--- src/logic/sss_map.svh ---
// Offsets, field positions, reset values and timing counts of the
// start-up slot sequencer. Definitions only; included by the sequencer.
`ifndef SSS_MAP_SVH
`define SSS_MAP_SVH

// Clock
`define SSS_CLK_PERIOD_NS 4
`define SSS_NS_PER_US 1000
`define SSS_US_CYCLES (`SSS_NS_PER_US / `SSS_CLK_PERIOD_NS)

// Register byte offsets
`define SSS_OFF_CTRL 8'h00
`define SSS_OFF_STATUS 8'h04
`define SSS_OFF_RAIL_EN 8'h08
`define SSS_OFF_SLOT0 8'h40
`define SSS_OFF_SLOT_LAST 8'h6C

// Control fields
`define SSS_CTRL_PERIOD_LSB 0
`define SSS_CTRL_PROG_BIT 2
`define SSS_CTRL_RESET 3'h1

// Status fields
`define SSS_STAT_BACKUP_BIT 0
`define SSS_STAT_RELEASED_BIT 1
`define SSS_STAT_SLOT_LSB 8
`define SSS_STAT_STATE_LSB 16

// Default configuration
`define SSS_DEF_PERIOD 2'h1
`define SSS_DEF_SLOTS {5'h03, 5'h03, 5'h03, 5'h00, 5'h02, 5'h00, \
    5'h03, 5'h00, 5'h03, 5'h03, 5'h02, 5'h01}

// Times in microseconds
`define SSS_SLOT_US_00 500
`define SSS_SLOT_US_01 1000
`define SSS_SLOT_US_10 2000
`define SSS_SLOT_US_11 4000
`define SSS_FIRST_US_00 2000
`define SSS_FIRST_US_01 2500
`define SSS_FIRST_US_10 4000
`define SSS_FIRST_US_11 7000
`define SSS_RELEASE_US 2000
`define SSS_BACKUP_US_CELL 5000
`define SSS_BACKUP_US_NO_CELL 24000

`endif

--- src/logic/sss_pkg.sv ---
// Types shared by the start-up slot sequencer and its bench.
// Needs nothing from its surroundings.
package sss_pkg;
    localparam int SSS_RAILS = 12;

    typedef logic [4:0] sss_slot_type;

    typedef enum logic [2:0] {
        ST_BOOT,
        ST_OFF,
        ST_FIRST,
        ST_STEP,
        ST_RELEASE,
        ST_ON
    } sss_state_type;

    typedef struct packed {
        logic prog_sel;
        logic [1:0] period;
    } sss_ctrl_type;

    typedef struct packed {
        logic [7:0] adr;
        logic we;
        logic [3:0] sel;
        logic [31:0] dat;
    } sss_wb_req_type;
endpackage

--- src/logic/sss_sequencer.sv ---
// Start-up slot sequencer: backup rail delay, slotted rail enables and
// open-drain host reset release, with a classic Wishbone register slave.
// Assumes rst_i is the main-supply-valid power-on reset, pins synchronous.
//
// The address map and the Wishbone interface to the registers were chosen for this implementation.
`timescale 1ns/1ps
`include "sss_map.svh"

module sss_sequencer #(
    parameter int US_CYCLES = `SSS_US_CYCLES
) (
    // Clock and reset
    input wire logic clk_i,
    input wire logic rst_i,
    // Wishbone slave
    input wire logic wb_cyc_i,
    input wire logic wb_stb_i,
    input wire logic wb_we_i,
    input wire logic [7:0] wb_adr_i,
    input wire logic [3:0] wb_sel_i,
    input wire logic [31:0] wb_dat_i,
    output logic [31:0] wb_dat_o,
    output logic wb_ack_o,
    // Power events
    input wire logic coin_cell_valid_i,
    input wire logic turn_on_i,
    input wire logic turn_off_i,
    // Rails and host reset
    output logic backup_rail_en_o,
    output logic [sss_pkg::SSS_RAILS-1:0] rail_en_o,
    output logic host_reset_out_o,
    output logic host_reset_oe_n_o
);
    import sss_pkg::*;

    localparam logic [SSS_RAILS*5-1:0] DEF_SLOTS = `SSS_DEF_SLOTS;
    localparam int PRE_W = $clog2(US_CYCLES + 1);
    localparam logic [PRE_W-1:0] PRE_LAST = PRE_W'(US_CYCLES - 1);
    localparam logic [14:0] SLOT_US [4] = '{15'(`SSS_SLOT_US_00),
        15'(`SSS_SLOT_US_01), 15'(`SSS_SLOT_US_10), 15'(`SSS_SLOT_US_11)};
    localparam logic [14:0] FIRST_US [4] = '{15'(`SSS_FIRST_US_00),
        15'(`SSS_FIRST_US_01), 15'(`SSS_FIRST_US_10), 15'(`SSS_FIRST_US_11)};

    // Register state
    sss_ctrl_type ctrl_q, ctrl_d;
    sss_slot_type slot_q [SSS_RAILS];
    sss_slot_type slot_d [SSS_RAILS];
    logic ack_q, ack_d;
    logic [31:0] rdat_q, rdat_d;

    // Sequencer state
    sss_state_type state_q, state_d;
    logic [PRE_W-1:0] pre_q, pre_d;
    logic [14:0] us_q, us_d;
    sss_slot_type cur_q, cur_d;
    logic [SSS_RAILS-1:0] en_q, en_d;
    logic backup_q, backup_d;
    logic released_q, released_d;
    logic cell_q, cell_d;
    logic boot_q, boot_d;

    // Effective configuration
    sss_slot_type eff_slot [SSS_RAILS];
    logic [1:0] eff_period;
    sss_slot_type max_slot;
    logic [14:0] slot_us, first_us, backup_us;
    logic tick;
    logic wb_req;
    sss_wb_req_type req;

    assign req = '{adr: wb_adr_i, we: wb_we_i, sel: wb_sel_i,
                   dat: wb_dat_i};
    assign wb_req = wb_cyc_i && wb_stb_i && !ack_q;
    assign tick = (pre_q == PRE_LAST);

    genvar gi;
    generate
        for (gi = 0; gi < SSS_RAILS; gi++) begin : g_rail
            // Fixed slots unless the programmed set is selected
            assign eff_slot[gi] = ctrl_q.prog_sel ? slot_q[gi] :
                DEF_SLOTS[gi*5 +: 5];
        end
    endgenerate

    assign eff_period = ctrl_q.prog_sel ? ctrl_q.period : `SSS_DEF_PERIOD;

    always_comb begin
        max_slot = '0;
        for (int i = 0; i < SSS_RAILS; i++) begin
            if (eff_slot[i] > max_slot) begin
                max_slot = eff_slot[i];
            end
        end
        slot_us = SLOT_US[eff_period];
        first_us = FIRST_US[eff_period];
        // Longer wait while the coin cell is absent
        backup_us = cell_q ? 15'(`SSS_BACKUP_US_CELL) :
            15'(`SSS_BACKUP_US_NO_CELL);
    end

    // Register file: next values
    always_comb begin
        ctrl_d = ctrl_q;
        slot_d = slot_q;
        ack_d = wb_req;
        rdat_d = '0;
        if (wb_req && req.we && req.sel[0]) begin
            if (req.adr == `SSS_OFF_CTRL) begin
                ctrl_d.period = req.dat[`SSS_CTRL_PERIOD_LSB +: 2];
                ctrl_d.prog_sel = req.dat[`SSS_CTRL_PROG_BIT];
            end
            for (int i = 0; i < SSS_RAILS; i++) begin
                if (req.adr == 8'(`SSS_OFF_SLOT0 + 4 * i)) begin
                    slot_d[i] = req.dat[4:0];
                end
            end
        end
        if (wb_req && !req.we) begin
            case (req.adr)
                `SSS_OFF_CTRL: begin
                    rdat_d[`SSS_CTRL_PERIOD_LSB +: 2] = ctrl_q.period;
                    rdat_d[`SSS_CTRL_PROG_BIT] = ctrl_q.prog_sel;
                end
                `SSS_OFF_STATUS: begin
                    rdat_d[`SSS_STAT_BACKUP_BIT] = backup_q;
                    rdat_d[`SSS_STAT_RELEASED_BIT] = released_q;
                    rdat_d[`SSS_STAT_SLOT_LSB +: 5] = cur_q;
                    rdat_d[`SSS_STAT_STATE_LSB +: 3] = state_q;
                end
                `SSS_OFF_RAIL_EN: begin
                    rdat_d[SSS_RAILS-1:0] = en_q;
                end
                default: begin
                    for (int i = 0; i < SSS_RAILS; i++) begin
                        if (req.adr == 8'(`SSS_OFF_SLOT0 + 4 * i)) begin
                            rdat_d[4:0] = slot_q[i];
                        end
                    end
                end
            endcase
        end
    end

    always_ff @(posedge clk_i) begin
        if (rst_i) begin
            ctrl_q <= `SSS_CTRL_RESET;
            for (int i = 0; i < SSS_RAILS; i++) begin
                slot_q[i] <= DEF_SLOTS[i*5 +: 5];
            end
            ack_q <= 1'b0;
            rdat_q <= '0;
        end else begin
            ctrl_q <= ctrl_d;
            slot_q <= slot_d;
            ack_q <= ack_d;
            rdat_q <= rdat_d;
        end
    end

    // Sequencer: next values
    always_comb begin
        state_d = state_q;
        cur_d = cur_q;
        backup_d = backup_q;
        released_d = released_q;
        boot_d = 1'b0;
        // Coin cell sampled one cycle after reset release
        cell_d = boot_q ? coin_cell_valid_i : cell_q;
        pre_d = tick ? '0 : pre_q + 1'b1;
        us_d = tick ? us_q + 1'b1 : us_q;
        case (state_q)
            ST_BOOT: begin
                if (!boot_q && tick && us_q == backup_us - 1'b1) begin
                    backup_d = 1'b1;
                    state_d = ST_OFF;
                end
            end
            ST_OFF: begin
                if (turn_on_i && !turn_off_i) begin
                    state_d = ST_FIRST;
                end
            end
            ST_FIRST: begin
                if (tick && us_q == first_us - 1'b1) begin
                    cur_d = 5'h01;
                    state_d = (max_slot <= 5'h01) ? ST_RELEASE : ST_STEP;
                end
            end
            ST_STEP: begin
                if (tick && us_q == slot_us - 1'b1) begin
                    cur_d = cur_q + 1'b1;
                    if (cur_d >= max_slot) begin
                        state_d = ST_RELEASE;
                    end
                end
            end
            ST_RELEASE: begin
                if (tick && us_q == 15'(`SSS_RELEASE_US) - 1'b1) begin
                    released_d = 1'b1;
                    state_d = ST_ON;
                end
            end
            ST_ON: begin
            end
            default: begin
                state_d = ST_OFF;
            end
        endcase
        // A turn-off pulls the rails and host reset back down; the backup rail stays on
        if (turn_off_i && state_q != ST_BOOT) begin
            state_d = ST_OFF;
            cur_d = '0;
            released_d = 1'b0;
        end
        // Counters restart at each state or slot change so waits are whole
        if (state_d != state_q || cur_d != cur_q) begin
            us_d = '0;
            pre_d = '0;
        end
        for (int i = 0; i < SSS_RAILS; i++) begin
            en_d[i] = eff_slot[i] != '0 && cur_d != '0 &&
                eff_slot[i] <= cur_d;
        end
    end

    always_ff @(posedge clk_i) begin
        if (rst_i) begin
            state_q <= ST_BOOT;
            cur_q <= '0;
            backup_q <= 1'b0;
            released_q <= 1'b0;
            cell_q <= 1'b0;
            boot_q <= 1'b1;
            pre_q <= '0;
            us_q <= '0;
            en_q <= '0;
        end else begin
            state_q <= state_d;
            cur_q <= cur_d;
            backup_q <= backup_d;
            released_q <= released_d;
            cell_q <= cell_d;
            boot_q <= boot_d;
            pre_q <= pre_d;
            us_q <= us_d;
            en_q <= en_d;
        end
    end

    assign wb_ack_o = ack_q;
    assign wb_dat_o = rdat_q;
    assign backup_rail_en_o = backup_q;
    assign rail_en_o = en_q;
    assign host_reset_out_o = 1'b0;
    // Open drain: enable low pulls the line low
    assign host_reset_oe_n_o = released_q;
endmodule

--- config.mk ---
export PLATFORM = sky130hd
export DESIGN_NAME = sss_sequencer
export DESIGN_NICKNAME = d
export VERILOG_FILES = /design/src/logic/sss_pkg.sv /design/src/logic/sss_sequencer.sv
export VERILOG_INCLUDE_DIRS = /design/src /design/src/logic
export SDC_FILE = /design/constraint.sdc
export NUM_CORES = 1
export LEC_CHECK = 0
export BUFFER_PORTS_ARGS = -buffer_cell sky130_fd_sc_hd__buf_2
export CAP_MARGIN = 20
export CORE_MARGIN = 1
export CORE_UTILIZATION = 60
export DETAILED_ROUTE_END_ITERATION = 10
export HOLD_SLACK_MARGIN = 0.08
export MAX_ROUTING_LAYER = met4
export PLACE_DENSITY = 0.79
export REMOVE_ABC_BUFFERS = 1
export SLEW_MARGIN = 0
export SYNTH_ARGS = -nofsm -noshare
export SYNTH_HDL_FRONTEND = slang
export SYNTH_SLANG_ARGS = --single-unit
--- constraint.sdc ---
create_clock -name clk_i -period 30.5 [get_ports clk_i]
set_clock_uncertainty 0.1 [all_clocks]
set_input_delay 4.575 -clock clk_i [delete_from_list [all_inputs] [get_ports clk_i]]
set_output_delay 4.575 -clock clk_i [all_outputs]
set_load 0.05 [all_outputs]
==> flow_summary.json <==
{
  "critical-path-top-delay-family": "compound AO/OA/AOI/OAI gates",
  "synth_seq_area_share_pct": 24.3,
  "dpl.cell_count": 1504,
  "detail_route.first_pass.iterations": 6,
  "synth_ff_type": "sky130_fd_sc_hd__dfxtp_1",
  "detailedRoute.firstIterationViolations": 966,
  "cts_setup_buffers": 0,
  "die-area_sq_um": 18000,
  "synth-edff-count": 0,
  "fin_cells": 1537,
  "first_global_vias": 8996,
  "use_met1_pct": 44.2,
  "clock_latency_ns": 0.43,
  "route.vias.total": 9943,
  "ys_ff_latch": 127,
  "worst-path-buf-inv": 5,
  "sw_frac_of_total_pct": 25.4,
  "postCtsHoldBufs": 0,
  "path_max_fanout": 43,
  "achievable-frequency_ghz": 0.0482,
  "die_height_microns": 134,
  "clock_pin_slew_on_the_worst_setup_and_hold_paths_ns": 0.06,
  "max-vdd-ir-drop_uv": 39.0,
  "area_growth_pct": 8.46,
  "crit_required_ns": 30.73,
  "clockRootBuffer": "sky130_fd_sc_hd__clkbuf_16",
  "wire_per_inst_microns": 18.8,
  "fin_setup_tns_ns": 0,
  "globalplace.congestion": 0.968,
  "grt_setup_unrepaired": "no",
  "clock_sink_count": 127,
  "critical_path_arrival_ns": 20.97,
  "postSynthAreaPerCell_sq_um": 8.14,
  "placementRows": 47,
  "initial_utilization_pct": 62.2,
  "post_synth_inst_count": 1285,
  "combinational_fraction_of_design_power_pct": 3.8,
  "critPathMostFrequentCell": "sky130_fd_sc_hd__ha_1",
  "timing.max_slew.rel_slack_pct": 22.8,
  "netlist.area_leader.share_pct": 24.3,
  "slew_at_the_pin_with_the_worst_max_slew_slack_ns": 1.16,
  "detailed_route_wire_length_microns": 29000,
  "internal_power_w": 0.000292,
  "synth-async-reset-ratio_pct": 0,
  "setup.worst_path.end_class": "register",
  "core-area_sq_um": 16800,
  "cts_htree_levels": 4,
  "use_met2_pct": 52.2,
  "cts_inserted_buffers": 17,
  "grt_max_usage_layer": "met2",
  "cp_slowest_cell": "sky130_fd_sc_hd__dfxtp_2",
  "antenna_found_initial": 0,
  "drcViolationCount": 0,
  "mappedNetlistArea_sq_um": 10500,
  "cts-resized-gates": 0,
  "grt_pass1_wl_microns": 46200,
  "grt_start_max_net_pins": 79,
  "synth_area_leaders": "sky130_fd_sc_hd__dfxtp_1 (24%), sky130_fd_sc_hd__ha_1 (15%), sky130_fd_sc_hd__mux2i_1 (5.4%)",
  "final_setup_violation_count": 0,
  "synth_area_leader_cell": "sky130_fd_sc_hd__dfxtp_1",
  "globalRouteOverflowTotal": 0,
  "number_of_max_slew_violations_in_the_final_report": 0,
  "vias_per_cell": 6.47,
  "timing.critical_path.slowest_cell_delay_ns": 0.78,
  "grt_util_all_layers_pct": 33.4,
  "worst-setup-path-type": "register to register",
  "route.antenna.remaining_nets": 0,
  "detailed_place_hpwl_microns": 21200,
  "portBuffers": 52,
  "clkPwrFrac_pct": 53.6,
  "worst_min_delay_path_category": "register to register",
  "num_io_pins": 100,
  "final_net_count": 1485,
  "sequentialPowerShare_pct": 42.6,
  "gr-usage-met3_pct": 3.82,
  "post_route_cells_drive_above_1_share_pct": 9.95,
  "yosysUniqueCellTypes": 75,
  "antenna_cells_inserted": 0,
  "p_total_w": 0.000392,
  "dieWidth_microns": 134,
  "cts_buffer_depth": 2,
  "cts_tree": "built",
  "start_kind": "register",
  "switchingPower_w": 0.0000996,
  "cap_viol_max_count": 0,
  "outcome": "complete, no violations",
  "powerDensity_nw_per_um2": 34.6,
  "power.static_leakage_nw": 4.62,
  "post-route-period-util_pct": 68.0,
  "final.min_clock_period_ns": 20.74,
  "synthesis.yosys.warnings": 0,
  "timing.final.hold_violations": 0
}
## synthesized netlist by cell type (all sizes together) (18+ instances only)
cell	instances
nand2b	29
a22oi	22
a21oi	56
o21a	25
clkbuf	43
nor4	32
mux2i	56
a211o	18
dfxtp	127
and3	30
a31oi	28
ha	129
o21ai	55
nor3	19
nor2	125
nand3	30
buf	32
nand2	84
nor2b	44
inv	49
a211oi	23
and2	39
## logic make-up after synthesis
logic type / after synthesis / synth area share [%]
simple gates: 501 / 25.8
compound gates: 310 / 20.3
fa+ha+maj: 129 / 15.4
flops: 127 / 24.3
buf+inv: 124 / 5.34
mux: 63 / 6.19
xor+xnor: 30 / 2.51
other cells: 1 / 0.0359
## area by class of cell
cell class	instances	area, sq um
clock buffers	17	425
clock inverters	15	171
fillers	1461	5480
inverters	49	184
multi-input cells	1050	7430
flip-flops and latches	127	2540
well taps	220	275
repair buffers	59	313
## cells in the final DEF (no fill, tap or decap), types with 23 or more instances in the layout
| cell type | netlist | final |
|---|---|---|
| sky130_fd_sc_hd__ha_1 | 129 | 129 |
| sky130_fd_sc_hd__dfxtp_1 | 127 | 126 |
| sky130_fd_sc_hd__nor2_1 | 125 | 125 |
| sky130_fd_sc_hd__nand2_1 | 84 | 84 |
| sky130_fd_sc_hd__mux2i_1 | 56 | 56 |
| sky130_fd_sc_hd__a21oi_1 | 55 | 55 |
| sky130_fd_sc_hd__buf_2 | 11 | 52 |
| sky130_fd_sc_hd__o21ai_0 | 50 | 50 |
| sky130_fd_sc_hd__inv_1 | 47 | 47 |
| sky130_fd_sc_hd__nor2b_1 | 44 | 44 |
| sky130_fd_sc_hd__and2_1 | 39 | 39 |
| sky130_fd_sc_hd__nand3_1 | 30 | 30 |
| sky130_fd_sc_hd__and3_1 | 30 | 30 |
| sky130_fd_sc_hd__nand2b_1 | 29 | 29 |
| sky130_fd_sc_hd__a31oi_1 | 28 | 28 |
| sky130_fd_sc_hd__o21a_1 | 25 | 25 |
| sky130_fd_sc_hd__a211oi_1 | 23 | 23 |
## per-stage QoR
step	utilization, %	setup slack (ns)	hold slack (ns)	area, sq um
floorplan	-	11.89	0.353	10100
global placement	63.8	10.58	0.329	10700
detailed placement	63.8	10.18	0.340	10700
CTS	67.4	10.07	0.353	11300
global route	67.4	8.26	0.368	11300
finish	67.4	9.76	0.355	11300
## layer usage
metal / vias to the layer above / wire length (microns)
met3: 57 / 1910
met5: - / 0
li1: 4776 / -
met2: 416 / 13300
met1: 4694 / 13000
met4: 0 / 729
## final timing paths
| path | depth (start not counted) | to | start | slack [ns] |
|---|---|---|---|---|
| setup reg to reg | 85 | us_q[6]$_SDFFE_PP0P_ | ctrl_q[2]$_SDFFE_PP0P_ | 9.76 |
| hold / removal | 1 | wb_dat_o[7]$_SDFF_PP0_ | rail_en_o[7]$_SDFF_PP0_ | 0.35 |
| setup / recovery | 85 | us_q[6]$_SDFFE_PP0P_ | ctrl_q[2]$_SDFFE_PP0P_ | 9.76 |
| hold reg to reg | 1 | wb_dat_o[7]$_SDFF_PP0_ | rail_en_o[7]$_SDFF_PP0_ | 0.35 |
## registers in the layout (all words and copies together), names as in the netlist, 3 cells and up
register	cells
us_q	15
cur_q	5
pre_q	8
slot_q	60
state_q	3
wb_dat_o	16
rail_en_o	12
ctrl_q	3
## power by group through the flow
stage / clock, W / sequential, W / combinational [W]
3_5_place_dp: 0 / 0.000171 / 0.0000146
4_1_cts: 0.000211 / 0.000167 / 0.0000146
3_3_place_gp: 0 / 0.000171 / 0.0000145
6_report: 0.000210 / 0.000167 / 0.0000149
5_1_grt: 0.000219 / 0.000167 / 0.0000158
2_1_floorplan: 0 / 0.000171 / 0.00000800
Note: power is estimated with default switching activity, not from simulation.
